$ cat src/axis_setup_pkg.sv
// Package for the stepper axis setup and homing block.
// Assumes one 100 MHz system clock and a plain strobe-based register port.
package axis_setup_pkg;

	// Register indices; byte address is four times the index
	localparam logic [7:0] IDX_SLOW_RUN_CURRENT = 8'hB7;
	localparam logic [7:0] IDX_RANDOM_OFF_TIME = 8'hB8;
	localparam logic [7:0] IDX_HOMING_MODE = 8'hC1;
	localparam logic [7:0] IDX_ROUGH_SPEED = 8'hC2;
	localparam logic [7:0] IDX_FINE_SPEED = 8'hC3;
	localparam logic [7:0] IDX_END_SWITCH_SPAN = 8'hC4;
	localparam logic [7:0] IDX_PRE_ZERO_POSITION = 8'hC5;
	localparam logic [7:0] IDX_RAMP_BOOST_CURRENT = 8'hC8;
	localparam logic [7:0] IDX_ENCODER_NULL_CONTROL = 8'hC9;
	localparam logic [7:0] IDX_FREEWHEEL_DELAY = 8'hCC;
	localparam logic [7:0] IDX_LOAD_MEASUREMENT = 8'hCE;
	localparam logic [7:0] IDX_STICKY_ERROR_FLAGS = 8'hCF;
	// Extra registers for settings the rules need but the map lacks
	localparam logic [7:0] IDX_RUN_CURRENT = 8'hD0;
	localparam logic [7:0] IDX_SLOW_THRESHOLD = 8'hD1;
	localparam logic [7:0] IDX_STALL_SPEED = 8'hD2;
	localparam logic [7:0] IDX_MAX_DEVIATION = 8'hD3;
	localparam logic [7:0] IDX_COMMAND = 8'hD4;
	localparam logic [7:0] IDX_STATUS = 8'hD5;

	// Field positions
	localparam int MODE_INVERT_HOME_BIT = 7;
	localparam int MODE_RIGHT_REF_BIT = 6;
	localparam int NULL_CLEAR_EN_BIT = 2;
	localparam int NULL_REPEAT_BIT = 3;
	localparam int NULL_POLARITY_BIT = 4;
	localparam int ERR_STALL_BIT = 0;
	localparam int ERR_DEVIATION_BIT = 1;
	localparam int CMD_HOMING_BIT = 0;
	localparam int CMD_MOVE_BIT = 1;
	localparam int CMD_STOP_BIT = 2;

	// Reset values
	localparam logic [7:0] RST_CURRENT = 8'h00;
	localparam logic [7:0] RST_HOMING_MODE = 8'h01;
	localparam logic [10:0] RST_SPEED = 11'h000;
	localparam logic [15:0] RST_FREEWHEEL = 16'h0000;
	localparam logic [4:0] RST_NULL_CONTROL = 5'h00;

	// Full-scale current setting
	localparam logic [7:0] CURRENT_FULL = 8'hFF;

	// Freewheel delay tick: 10 ms per unit
	localparam int FREEWHEEL_UNIT_NS = 10000000;
	localparam int CLOCK_PERIOD_NS = 10;
	localparam int FREEWHEEL_TICK_CYCLES = FREEWHEEL_UNIT_NS / CLOCK_PERIOD_NS;

	// Motion request towards the motion core
	typedef struct packed {
		logic run;
		logic dir_positive;
		logic [10:0] speed;
		logic [7:0] current;
		logic power_on;
	} motor_drive_t;

	// Switch inputs as seen by the homing sequencer
	typedef struct packed {
		logic left_stop;
		logic right_stop;
		logic home;
	} switch_set_t;

endpackage : axis_setup_pkg

$ cat src/axis_setup.sv
// Axis setup, homing sequencer, encoder null clear, freewheel and error flags.
// Assumes a motion core that reports velocity, ramp phase and position, and
// switch, encoder and load inputs synchronous to clock_i.
//
// Implementation choice: the address-and-strobe port.
`timescale 1ns/100ps
module axis_setup #(
	parameter int FREEWHEEL_TICK = axis_setup_pkg::FREEWHEEL_TICK_CYCLES
) (
	input wire logic clock_i,
	input wire logic resetn_i,
	input wire logic enable_i,
	input wire logic [9:0] addr_i,
	input wire logic [31:0] wdata_i,
	input wire logic write_i,
	input wire logic read_i,
	output logic [31:0] rdata_o,
	input wire logic [31:0] position_i,
	input wire logic [10:0] velocity_i,
	input wire logic ramping_i,
	input wire logic [9:0] load_i,
	input wire logic [31:0] encoder_i,
	input wire logic null_channel_i,
	input wire axis_setup_pkg::switch_set_t switches_i,
	output axis_setup_pkg::motor_drive_t drive_o,
	output logic position_zero_o,
	output logic encoder_clear_o,
	output logic random_off_time_o,
	output logic homing_busy_o
);
	// Refuse a tick that the freewheel counter cannot count
	if (FREEWHEEL_TICK < 1) begin : g_bad_tick
		$error("FREEWHEEL_TICK must be at least one cycle");
	end

	typedef enum logic [2:0] {
		HS_IDLE, HS_FIRST, HS_ROUGH, HS_BACKOFF, HS_FINE, HS_ZERO
	} homing_state_t;

	// Registers
	logic [7:0] slow_run_current_q, run_current_q, ramp_boost_current_q, homing_mode_q;
	logic random_off_time_select_q;
	logic [10:0] rough_speed_q, fine_speed_q, slow_threshold_q, stall_speed_q;
	logic [31:0] end_switch_span_q, pre_zero_position_q, max_deviation_q, span_start_q;
	logic [4:0] encoder_null_control_q;
	logic [15:0] freewheel_delay_q, fw_units_q;
	logic [1:0] sticky_error_flags_q;
	logic [31:0] rdata_q, fw_tick_q;
	homing_state_t hs_q;
	logic moving_q, dir_q, null_armed_q, null_prev_q, powered_q, zero_q, enc_clr_q, busy_q;
	axis_setup_pkg::motor_drive_t drive_q;

	// Address decode: index in bits 9:2
	wire [7:0] idx = addr_i[9:2];
	wire wr = write_i & enable_i;
	wire rd = read_i & enable_i;
	wire wr_cmd = wr && idx == axis_setup_pkg::IDX_COMMAND;
	wire cmd_home = wr_cmd & wdata_i[axis_setup_pkg::CMD_HOMING_BIT];
	wire cmd_move = wr_cmd & wdata_i[axis_setup_pkg::CMD_MOVE_BIT];
	wire cmd_stop = wr_cmd & wdata_i[axis_setup_pkg::CMD_STOP_BIT];
	wire motion_cmd = cmd_home | cmd_move;

	// Homing mode decode; base value in low six bits
	wire [5:0] base_mode = homing_mode_q[5:0];
	wire invert_home = homing_mode_q[axis_setup_pkg::MODE_INVERT_HOME_BIT];
	wire use_right = homing_mode_q[axis_setup_pkg::MODE_RIGHT_REF_BIT];
	wire home_level = switches_i.home ^ invert_home;
	wire ref_switch = use_right ? switches_i.right_stop : switches_i.left_stop;
	wire stop_mode = base_mode >= 6'h01 && base_mode <= 6'h04;
	wire two_sided = base_mode == 6'h03 || base_mode == 6'h04;
	wire right_first = base_mode == 6'h02 || base_mode == 6'h03;
	wire ignore_ends = base_mode == 6'h07 || base_mode == 6'h08;
	// Stop modes head towards the reference; home modes per mode number
	wire rough_dir = stop_mode ? use_right :
		(base_mode == 6'h06 || base_mode == 6'h07);
	wire target_hit = stop_mode ? ref_switch : home_level;
	wire far_stop = (base_mode == 6'h05 && switches_i.left_stop) ||
		(base_mode == 6'h06 && switches_i.right_stop);
	wire first_hit = use_right ? switches_i.left_stop : switches_i.right_stop;

	// Stop conditions
	wire stall_evt = moving_q && velocity_i > stall_speed_q && load_i == 10'h000;
	wire [31:0] dev_raw = position_i - encoder_i;
	wire [31:0] dev_abs = dev_raw[31] ? 32'h0 - dev_raw : dev_raw;
	wire dev_evt = moving_q && max_deviation_q != 32'h0 && dev_abs > max_deviation_q;
	wire halt = stall_evt | dev_evt | cmd_stop;

	// Encoder null channel, polarity and edge
	wire null_act = null_channel_i ~^ encoder_null_control_q[axis_setup_pkg::NULL_POLARITY_BIT];
	wire null_edge = null_act & ~null_prev_q;
	wire null_repeat = encoder_null_control_q[axis_setup_pkg::NULL_REPEAT_BIT];
	wire null_clear = null_edge && encoder_null_control_q[axis_setup_pkg::NULL_CLEAR_EN_BIT] &&
		(null_repeat || null_armed_q);

	// Current selection
	wire [7:0] boost_sel = ramp_boost_current_q == 8'h00 ? run_current_q : ramp_boost_current_q;
	wire [7:0] cur_sel = ramping_i ? boost_sel :
		(velocity_i < slow_threshold_q ? slow_run_current_q : run_current_q);

	// Freewheel
	wire standstill = velocity_i == 11'h000 && !moving_q;
	wire fw_tick = fw_tick_q == 32'(FREEWHEEL_TICK - 1);
	wire fw_expired = freewheel_delay_q != 16'h0000 && fw_units_q >= freewheel_delay_q;

	// Homing speed per phase: one-sided modes leave the switch at rough speed, two-sided
	// modes time the release at fine speed as well, so the edge is met from both sides
	wire fine_phase = hs_q == HS_FINE || (hs_q == HS_BACKOFF && two_sided);
	wire [10:0] spd_sel = fine_phase ? fine_speed_q : rough_speed_q;

	// Read mux
	logic [31:0] rd_mux;
	always_comb begin
		unique case (idx)
			axis_setup_pkg::IDX_SLOW_RUN_CURRENT: rd_mux = {24'h0, slow_run_current_q};
			axis_setup_pkg::IDX_RANDOM_OFF_TIME: rd_mux = {31'h0, random_off_time_select_q};
			axis_setup_pkg::IDX_HOMING_MODE: rd_mux = {24'h0, homing_mode_q};
			axis_setup_pkg::IDX_ROUGH_SPEED: rd_mux = {21'h0, rough_speed_q};
			axis_setup_pkg::IDX_FINE_SPEED: rd_mux = {21'h0, fine_speed_q};
			axis_setup_pkg::IDX_END_SWITCH_SPAN: rd_mux = end_switch_span_q;
			axis_setup_pkg::IDX_PRE_ZERO_POSITION: rd_mux = pre_zero_position_q;
			axis_setup_pkg::IDX_RAMP_BOOST_CURRENT: rd_mux = {24'h0, ramp_boost_current_q};
			axis_setup_pkg::IDX_ENCODER_NULL_CONTROL: rd_mux = {27'h0, encoder_null_control_q};
			axis_setup_pkg::IDX_FREEWHEEL_DELAY: rd_mux = {16'h0, freewheel_delay_q};
			axis_setup_pkg::IDX_LOAD_MEASUREMENT: rd_mux = {22'h0, load_i};
			axis_setup_pkg::IDX_STICKY_ERROR_FLAGS: rd_mux = {30'h0, sticky_error_flags_q};
			axis_setup_pkg::IDX_RUN_CURRENT: rd_mux = {24'h0, run_current_q};
			axis_setup_pkg::IDX_SLOW_THRESHOLD: rd_mux = {21'h0, slow_threshold_q};
			axis_setup_pkg::IDX_STALL_SPEED: rd_mux = {21'h0, stall_speed_q};
			axis_setup_pkg::IDX_MAX_DEVIATION: rd_mux = max_deviation_q;
			axis_setup_pkg::IDX_STATUS: rd_mux = {29'h0, powered_q, moving_q, hs_q != HS_IDLE};
			default: rd_mux = 32'h0;
		endcase
	end

	// Register writes and read data
	always_ff @(posedge clock_i or negedge resetn_i) begin
		if (!resetn_i) begin
			slow_run_current_q <= axis_setup_pkg::RST_CURRENT;
			run_current_q <= axis_setup_pkg::RST_CURRENT;
			ramp_boost_current_q <= axis_setup_pkg::RST_CURRENT;
			random_off_time_select_q <= 1'b0;
			homing_mode_q <= axis_setup_pkg::RST_HOMING_MODE;
			rough_speed_q <= axis_setup_pkg::RST_SPEED;
			fine_speed_q <= axis_setup_pkg::RST_SPEED;
			slow_threshold_q <= axis_setup_pkg::RST_SPEED;
			stall_speed_q <= axis_setup_pkg::RST_SPEED;
			max_deviation_q <= 32'h0;
			encoder_null_control_q <= axis_setup_pkg::RST_NULL_CONTROL;
			freewheel_delay_q <= axis_setup_pkg::RST_FREEWHEEL;
			rdata_q <= 32'h0;
		end else if (enable_i) begin
			rdata_q <= rd ? rd_mux : 32'h0;
			if (wr) begin
				unique case (idx)
					axis_setup_pkg::IDX_SLOW_RUN_CURRENT: slow_run_current_q <= wdata_i[7:0];
					axis_setup_pkg::IDX_RANDOM_OFF_TIME: random_off_time_select_q <= wdata_i[0];
					axis_setup_pkg::IDX_HOMING_MODE: homing_mode_q <= wdata_i[7:0];
					axis_setup_pkg::IDX_ROUGH_SPEED: rough_speed_q <= wdata_i[10:0];
					axis_setup_pkg::IDX_FINE_SPEED: fine_speed_q <= wdata_i[10:0];
					axis_setup_pkg::IDX_RAMP_BOOST_CURRENT: ramp_boost_current_q <= wdata_i[7:0];
					axis_setup_pkg::IDX_ENCODER_NULL_CONTROL: encoder_null_control_q <= wdata_i[4:0];
					axis_setup_pkg::IDX_FREEWHEEL_DELAY: freewheel_delay_q <= wdata_i[15:0];
					axis_setup_pkg::IDX_RUN_CURRENT: run_current_q <= wdata_i[7:0];
					axis_setup_pkg::IDX_SLOW_THRESHOLD: slow_threshold_q <= wdata_i[10:0];
					axis_setup_pkg::IDX_STALL_SPEED: stall_speed_q <= wdata_i[10:0];
					axis_setup_pkg::IDX_MAX_DEVIATION: max_deviation_q <= wdata_i;
					default: ;
				endcase
			end
		end
	end

	// Sticky errors: a new event wins over the clear so none is lost
	always_ff @(posedge clock_i or negedge resetn_i) begin
		if (!resetn_i) begin
			sticky_error_flags_q <= 2'b00;
		end else if (enable_i) begin
			sticky_error_flags_q <= (((rd && idx == axis_setup_pkg::IDX_STICKY_ERROR_FLAGS) ||
				motion_cmd) ? 2'b00 : sticky_error_flags_q) | {dev_evt, stall_evt};
		end
	end

	// Homing sequencer: rough approach, back off, fine edge search, zero
	always_ff @(posedge clock_i or negedge resetn_i) begin
		if (!resetn_i) begin
			hs_q <= HS_IDLE;
			dir_q <= 1'b0;
			moving_q <= 1'b0;
			zero_q <= 1'b0;
			span_start_q <= 32'h0;
			end_switch_span_q <= 32'h0;
			pre_zero_position_q <= 32'h0;
		end else if (enable_i) begin
			zero_q <= 1'b0;
			if (halt) begin
				hs_q <= HS_IDLE;
				moving_q <= 1'b0;
			end else if (cmd_move) begin
				moving_q <= 1'b1;
				dir_q <= wdata_i[31];
			end else begin
				unique case (hs_q)
					HS_IDLE: if (cmd_home) begin
						moving_q <= 1'b1;
						hs_q <= right_first ? HS_FIRST : HS_ROUGH;
						dir_q <= right_first ? ~use_right : rough_dir;
					end
					HS_FIRST: if (first_hit) begin
						span_start_q <= position_i;
						dir_q <= use_right;
						hs_q <= HS_ROUGH;
					end
					HS_ROUGH: if (target_hit) begin
						dir_q <= ~dir_q;
						hs_q <= HS_BACKOFF;
					end else if (far_stop && !ignore_ends) begin
						dir_q <= ~dir_q;
					end
					HS_BACKOFF: if (!target_hit) begin
						// Turn back for the fine pass; a switch that stays active
						// beyond its edge never releases on its far side
						dir_q <= ~dir_q;
						hs_q <= HS_FINE;
					end
					HS_FINE: if (target_hit) begin
						pre_zero_position_q <= position_i;
						if (right_first) begin
							end_switch_span_q <= position_i - span_start_q;
						end
						zero_q <= 1'b1;
						hs_q <= HS_ZERO;
					end
					HS_ZERO: begin
						moving_q <= 1'b0;
						hs_q <= HS_IDLE;
					end
					default: hs_q <= HS_IDLE;
				endcase
			end
		end
	end

	// Encoder null handling and freewheel timer
	always_ff @(posedge clock_i or negedge resetn_i) begin
		if (!resetn_i) begin
			null_prev_q <= 1'b0;
			null_armed_q <= 1'b0;
			enc_clr_q <= 1'b0;
			fw_tick_q <= 32'h0;
			fw_units_q <= 16'h0;
			powered_q <= 1'b1;
		end else if (enable_i) begin
			null_prev_q <= null_act;
			enc_clr_q <= null_clear;
			// Single-shot arms on any write of the control word
			if (wr && idx == axis_setup_pkg::IDX_ENCODER_NULL_CONTROL) begin
				null_armed_q <= 1'b1;
			end else if (null_clear) begin
				null_armed_q <= 1'b0;
			end
			fw_tick_q <= (!standstill || fw_tick) ? 32'h0 : fw_tick_q + 32'h1;
			if (!standstill) begin
				fw_units_q <= 16'h0;
			end else if (fw_tick && fw_units_q != 16'hFFFF) begin
				fw_units_q <= fw_units_q + 16'h1;
			end
			powered_q <= !(standstill && fw_expired);
		end
	end

	// Drive outputs registered
	always_ff @(posedge clock_i or negedge resetn_i) begin
		if (!resetn_i) begin
			drive_q <= '0;
			busy_q <= 1'b0;
		end else if (enable_i) begin
			busy_q <= hs_q != HS_IDLE; // Lines up with drive_o.run in homing; a move command raises run alone
			drive_q <= '{run: moving_q, dir_positive: dir_q,
				speed: (hs_q == HS_IDLE) ? 11'h000 : spd_sel,
				current: cur_sel, power_on: powered_q};
		end
	end

	assign rdata_o = rdata_q;
	assign drive_o = drive_q;
	assign position_zero_o = zero_q;
	assign encoder_clear_o = enc_clr_q;
	assign random_off_time_o = random_off_time_select_q;
	assign homing_busy_o = busy_q;

	// Assertions
	AST_READ_CLEARS: assert property (@(posedge clock_i) disable iff (!resetn_i)
		enable_i && rd && idx == axis_setup_pkg::IDX_STICKY_ERROR_FLAGS && !stall_evt && !dev_evt
		|=> sticky_error_flags_q == 2'b00) else $error("error flags not cleared on read");
	AST_STALL_SET: assert property (@(posedge clock_i) disable iff (!resetn_i)
		enable_i && stall_evt |=> sticky_error_flags_q[0] && !moving_q)
		else $error("stall did not stop or flag");
	AST_DEV_SET: assert property (@(posedge clock_i) disable iff (!resetn_i)
		enable_i && dev_evt |=> sticky_error_flags_q[1]) else $error("deviation not flagged");
	AST_CAPTURE: assert property (@(posedge clock_i) disable iff (!resetn_i)
		$rose(zero_q) |-> pre_zero_position_q == $past(position_i))
		else $error("pre-zero position not captured");
	AST_BOOST: assert property (@(posedge clock_i) disable iff (!resetn_i)
		enable_i && ramping_i && ramp_boost_current_q == 8'h00 ##1 enable_i
		|-> drive_q.current == $past(run_current_q)) else $error("boost zero not run current");
	AST_FREEWHEEL_OFF: assert property (@(posedge clock_i) disable iff (!resetn_i)
		freewheel_delay_q == 16'h0000 && $past(freewheel_delay_q) == 16'h0000 |-> powered_q)
		else $error("power cut with zero delay");
	AST_NULL_CLEAR: assert property (@(posedge clock_i) disable iff (!resetn_i)
		$past(enable_i) && encoder_clear_o |->
		$past(encoder_null_control_q[axis_setup_pkg::NULL_CLEAR_EN_BIT]) && $past(null_edge))
		else $error("encoder clear without enable");
	AST_OFF_TIME: assert property (@(posedge clock_i) disable iff (!resetn_i)
		enable_i && wr && idx == axis_setup_pkg::IDX_RANDOM_OFF_TIME
		|=> random_off_time_o == $past(wdata_i[0])) else $error("off-time select not stored");
	AST_FINE_SPEED: assert property (@(posedge clock_i) disable iff (!resetn_i)
		enable_i && hs_q == HS_FINE ##1 enable_i |-> drive_q.speed == $past(fine_speed_q))
		else $error("fine speed not used");
	COV_HOMING_DONE: cover property (@(posedge clock_i) $rose(zero_q));
	COV_STALL: cover property (@(posedge clock_i) stall_evt);
	COV_POWER_CUT: cover property (@(posedge clock_i) $fell(powered_q));
endmodule : axis_setup

$ cat config.mk
export PLATFORM = sky130hd
export DESIGN_NAME = axis_setup
export DESIGN_NICKNAME = d
export VERILOG_FILES = /design/src/axis_setup_pkg.sv /design/src/axis_setup.sv
export SDC_FILE = /design/constraint.sdc
export NUM_CORES = 1
export LEC_CHECK = 0
export ABC_AREA = 1
export BUFFER_PORTS_ARGS = -buffer_cell sky130_fd_sc_hd__buf_4
export CELL_PAD_IN_SITES_DETAIL_PLACEMENT = 1
export CELL_PAD_IN_SITES_GLOBAL_PLACEMENT = 2
export CORE_MARGIN = 4
export CORE_UTILIZATION = 38
export CTS_BUF_LIST = sky130_fd_sc_hd__clkbuf_8 sky130_fd_sc_hd__clkbuf_16
export DETAILED_ROUTE_END_ITERATION = 16
export GPL_ROUTABILITY_DRIVEN = 0
export PLACE_DENSITY = 0.92
export SKIP_CTS_REPAIR_TIMING = 1
export SLEW_MARGIN = 10
export SYNTH_ARGS = -nofsm -noshare
export SYNTH_HDL_FRONTEND = slang
export SYNTH_SLANG_ARGS = --single-unit
$ cat constraint.sdc
create_clock -name clock_i -period 4.3 [get_ports clock_i]
set_input_delay 0.215 -clock clock_i [delete_from_list [all_inputs] [get_ports clock_i]]
set_output_delay 0.215 -clock clock_i [all_outputs]
set_load 0.01 [all_outputs]
Yosys cells after proc, flatten, opt, wreduce, memory -nomap -nowiden
Index checks and enable logic that the tools add are counted.

Add/subtract/negate cells: 5. Multipliers: 0. Divide/modulo/power cells: 0. Magnitude comparators: 6. Equality and inequality tests: 44. Shifts and indexed selects: 0. Mux-type cells: 43. Bitwise operators: 17. Reduce and logical (&&, ||, !) cells: 61.

Operators with widths (count): $pmux 32 s17 (1); $eq 8x8->1 const B (18); $mux 32 (3); $sub 32x32->32 (2); $reduce_and 3->1 (13); $add 32x1->32 const B (1); $eq 32x20->1 const B (1); $gt 32x32->1 (1); $mux 16 (2); $reduce_bool 32->1 (1); $sub 1x32->32 const A (1); $eq 6x3->1 const B (4); $mux 8 (3); $ne 3x3->1 const B (8); $mux 11 (2); $mux 3 (7); $mux 1 (20); $logic_and 1x1->1 (18); $add 16x1->16 const B (1); $ge 16x16->1 (1); $ne 16x16->1 const B (1); $reduce_bool 16->1 (1); $pmux 3 s5 (1); $reduce_and 7->1 (2); other kinds (33) (63).

Bits in registers: 341. Latch bits: 0. Bits in writable memories: 0. ROM bits: 0. Output and inout port bits: 58. Word-level logic and storage cells: 209. Memories kept: 0.

Depth between registers and ports, before layout
Word-level depth: 9. Mapped depth: 37. Mapped depth without buffers: 37.

Worst setup path after synthesis
No wires, ideal clock.

Path type: in2reg. Start point: in position_i[0]. End point: reg span_start_q[23]. Setup time: 126 ps. Data arrival time: 3910 ps. Slack: 264 ps. Cell stages on the path: 34. Buffers on the path: 1. Cell sequence: inv_1 -> ha_1 -> inv_1 -> fa_1 -> inv_1 -> ha_1 -> inv_1 -> a21oi_1 -> nand3_1 -> nor2_1 -> nand2_1 -> inv_1 -> nand3_1 -> nor2_2 -> nand4_1 -> nor2_1 -> nand2_1 -> nand3_1 -> nand2_1 -> ha_1 -> nand2_1 -> nor2_1 -> nand2_1 -> nor3_1 -> nand2_1 -> nor3_1 -> nor2_1 -> nand2_2 -> nand2_1 -> inv_2 -> nand3_2 -> buf_2 -> nand2_1 -> o21ai_0.

Cells in the longest elaborated chain, start to end: 9.

Ends and longest elaborated chain: start, declared (line axis_setup.sv:18) `input wire logic [31:0] position_i,`; $sub 32x32->32 * (line axis_setup.sv:83) `wire [31:0] dev_raw = position_i - encoder_i;`; $sub 1x32->32 (line axis_setup.sv:84) `wire [31:0] dev_abs = dev_raw[31] ? 32'h0 - dev_raw : dev_raw;`; $mux 32 * (line axis_setup.sv:84); $gt 32x32->1 * (line axis_setup.sv:85) `wire dev_evt = moving_q && max_deviation_q != 32'h0 && dev_abs > max_deviation_q;`; $logic_and 1x1->1 * (line axis_setup.sv:85); $or 1x1->1 * (2 in series) (line axis_setup.sv:86) `wire halt = stall_evt | dev_evt | cmd_stop;`; $not 1->1 (no line) *; $reduce_and 5->1 (no line) *; end signal, assigned (line axis_setup.sv:209) `span_start_q <= position_i;`; end, declared (line axis_setup.sv:44) `logic [31:0] end_switch_span_q, pre_zero_position_q, max_deviation_q, span_start_q;`.

Mark *: on every way between the ends. The rest lies on a longest branch, timed or not. A chain may end at the register's enable or synchronous reset.

Final worst setup path
Start point: in encoder_i[0]. End point: reg span_start_q[12].

Cells in the longest elaborated chain, start to end: 9.

Ends and longest elaborated chain: start, declared (line axis_setup.sv:22) `input wire logic [31:0] encoder_i,`; $sub 32x32->32 * (line axis_setup.sv:83); $sub 1x32->32 (line axis_setup.sv:84); $mux 32 * (line axis_setup.sv:84); $gt 32x32->1 * (line axis_setup.sv:85); $logic_and 1x1->1 * (line axis_setup.sv:85); $or 1x1->1 * (2 in series) (line axis_setup.sv:86); $not 1->1 (no line) *; $reduce_and 5->1 (no line) *.

Marks and branches as above.

==> results.md <==
* Setup Skew at 0.0179 ns
* Critical path class: in -> reg
* Post-synth top area share at 37.2%
* Tcrit/Tclk final at 93.4%
* CTS sink cnt at 341
* PD cells at 403 mW/mm²
* Detailed-placement wirelength estimate at 68600 µm
* Worst VDD drop at 0.000223 V
* Final Hold Fails at 0
* CP startpoint kind: primary input
* Vias in the first global route at 24303
* Post-synthesis async set-or-reset flop share at 100%
* Critical Path RT at 4.72 ns
* Filler cell count in the final layout at 7369
* Port buffer count at 192
* CORE AREA at 0.0591 mm²
* CTS tree: done
* Crit. End Element: register
* Area post-placement at 0.0262 mm²
* Relative max-transition margin at 30.1%
* Starting Density at 38.5%
* Die area at 0.0639 mm²
* Dominant cell type by area after synthesis: dfrtp_1
* DR DRC count at 0
* Status: finished clean
* Worst-margin pin slew at 1.05 ns
* Layout cells sized above 1 at 17.7%
* EDFF count, synth at 0
* 1st-iter DRT viols at 1967
* Unique cell type count in the Yosys netlist at 67
* Clock Tree Buf Depth at 3
* Slowest CP cell: fa_2
* Largest net degree at the start of global routing at 109
* Mean Syn Cell Area at 7.31 µm²
* CTS clock-pin slew for the worst setup and hold paths at 0.06 ns
* ANT cells at 0
* Hold_ws at 0.00356 ns
* Area grow syn2layout at 23.5%
* DR vias/cell at 5.47
* Final setup viols at 0
* Worst path arrival time at 4.43 ns
* FMAX at 249 MHz
* Synth Flop Type: dfrtp_1
* FP Rows at 89
* Worst skew pair latency at 0.55 ns
* Antenna Violating Nets Remaining at 0
* First-pass GRT wire length at 135000 µm
* Mapped Area at 0.0228 mm²
* Max-slew violations at 0
* Initial antenna violation count at 0
* GRT overflow at 0
* Largest stage delay on the critical path at 0.44 ns
* Vias at 23417
* # H-tree levels at 2
* Clock Tree Root: clkbuf_16
* Crit-path most repeated cell: inv_2
* DR pass1 iterations at 8
* Leak at 13.9 nW
* I/O pin cnt at 195
* Finished Layout Cells at 4282
* Register bit count reported by yosys at 341
* Chip height at 253 µm
* Yosys Warn Count at 0
* Pwr Total at 0.0113 W
* Max-Cap Viols at 0
* Post-Layout Inst Area at 0.0281 mm²
* Final wirelength at 89100 µm
* HP Class: in -> reg
* Die Wd at 253 µm
* Synth top area cells: dfrtp_1 37%, nand2_1 14%, inv_1 7.5%
* Gr usage total at 26.5%
* Critical path fanouts, max at 8
* Placed Cells at 4177
* Post-synthesis net count at 3388
* Nets at 3756
* Seq/Total Area, Yosys at 37.5%
* Mapped Cells at 3115
* Total CTS buffers at 38
* WL per Instance at 20.8 µm
* Period minus WS final at 4.02 ns
-- sequential cells by signal, summed over array words and instances (netlist names), 2 cells and up --
register                cells
fw_tick_q                  32
ramp_boost_current_q        8
slow_run_current_q          8
end_switch_span_q          32
span_start_q               32
slow_threshold_q           11
max_deviation_q            32
fw_units_q                 16
freewheel_delay_q          16
homing_mode_q               8
hs_q                        3
encoder_null_control_q      5
sticky_error_flags_q        2
fine_speed_q               11
rough_speed_q              11
rdata_o                    32
drive_o                    22
run_current_q               8
pre_zero_position_q        32
stall_speed_q              11
-- cell usage in the layout, fill, tap and decap left out, drive strengths merged, types with 13 or more instances in the layout --
cell type and n:
inv 480, dlygate4sd3 23, nand4 65, buf 387
nand3 128, a21oi 126, ha 134, a31oi 13
nor2 240, clkbuf 46, xnor2 21, dfrtp 339
xor2 57, nor3 54, mux2 16, a221oi 35
nand2 854, nor4 24, o31ai 19, o21ai 321
o22ai 24
-- routing by layer --
metal / track usage (%) / share of wire (%)
met1: 35.5 / 43
met3: 2.45 / 5.1
met4: 7.82 / 3.7
met5: 0 / 0
met2: 46.0 / 48
-- synthesized netlist by cell type (8+ instances only) --
cell / count
xor2_1: 56
o22ai_1: 24
mux2_2: 16
a221oi_1: 35
nand4_1: 64
o21ai_0: 278
dfrtp_1: 339
o21ai_1: 40
nor3_1: 49
clkbuf_1: 51
nor4_1: 24
a22o_1: 10
ha_1: 134
a31oi_1: 13
nand3b_1: 8
o211ai_1: 8
a21oi_1: 120
o31ai_1: 19
nor2_2: 21
xnor2_1: 21
buf_2: 21
inv_2: 14
nand3_1: 119
inv_1: 456
nand2_1: 820
nor2_1: 215
nand2_2: 32
-- per-stage QoR --
stage	utilization, %	setup TNS (ns)	setup slack, ns
5_1_grt	47.6	-0.192	-0.0223
3_5_place_dp	44.4	-38.45	-0.497
2_1_floorplan	-	0	0.264
3_3_place_gp	44.4	-29.60	-0.348
6_report	47.6	0	0.283
4_1_cts	46.4	0	0.0632
-- critical path: cells and delay by family --
| family | cells | cell delay [ns] |
|---|---|---|
| adder cells (fa/ha/maj) | 4 | 1.02 |
| XOR/XNOR | 1 | 0.10 |
| AO/OA/AOI/OAI | 3 | 0.38 |
| AND/OR/NAND/NOR | 15 | 1.71 |
| buffers and inverters | 9 | 1.00 |
-- where the power goes --
group	internal [W]	switching (W)	total, W	leakage (nW)
registers	0.00362	0.000313	0.00393	4.60
clock network	0.00182	0.00141	0.00324	0.623
logic	0.00158	0.00258	0.00416	8.64
total	0.00702	0.00430	0.0113	13.9
-- final cells by class --
| class | instances | area [µm²] | area share [%] |
|---|---|---|---|
| Timing Repair Buffer | 413 | 3310 | 11.8 |
| Clock inverter | 23 | 183 | 0.650 |
| Sequential cell | 341 | 8540 | 30.4 |
| Tap cell | 773 | 967 | 3.44 |
| Clock buffer | 43 | 1020 | 3.63 |
| Inverter | 471 | 1770 | 6.29 |
| Multi-Input combinational cell | 2218 | 12300 | 43.9 |
-- final timing paths --
| path | end | slack, ns | cells past startpoint | start |
|---|---|---|---|---|
| max in group asynchronous | max_deviation_q[12]$_DFFE_PN0P_ | 2.79 | 3 | resetn_i |
| worst min-delay path | span_start_q[23]$_DFFE_PN0P_ | 0.004 | 3 | position_i[23] |
| worst max register to register | end_switch_span_q[24]$_DFFE_PN0P_ | 1.27 | 15 | span_start_q[0]$_DFFE_PN0P_ |
| worst min register to register | drive_o[13]$_DFFE_PN0P_ | 0.48 | 2 | drive_o[13]$_DFFE_PN0P_ |
| worst max-delay path | span_start_q[12]$_DFFE_PN0P_ | 0.28 | 32 | encoder_i[0] |
| min in group asynchronous | slow_threshold_q[6]$_DFFE_PN0P_ | 0.27 | 2 | resetn_i |
-- cells by family after synthesis --
kind of cell               count (synthesis)  synth area share, %
xor gates and xnor gates                  78                 3.03
DFF                                      341                 37.5
and+or+nand+nor                         1388                 26.4
AOI/OAI and AO/OA                        600                 15.3
muxes                                     16                0.791
adders and majority gates                136                 7.54
buffers and inverters                    556                 9.49
(Power assumes the default switching activity.)
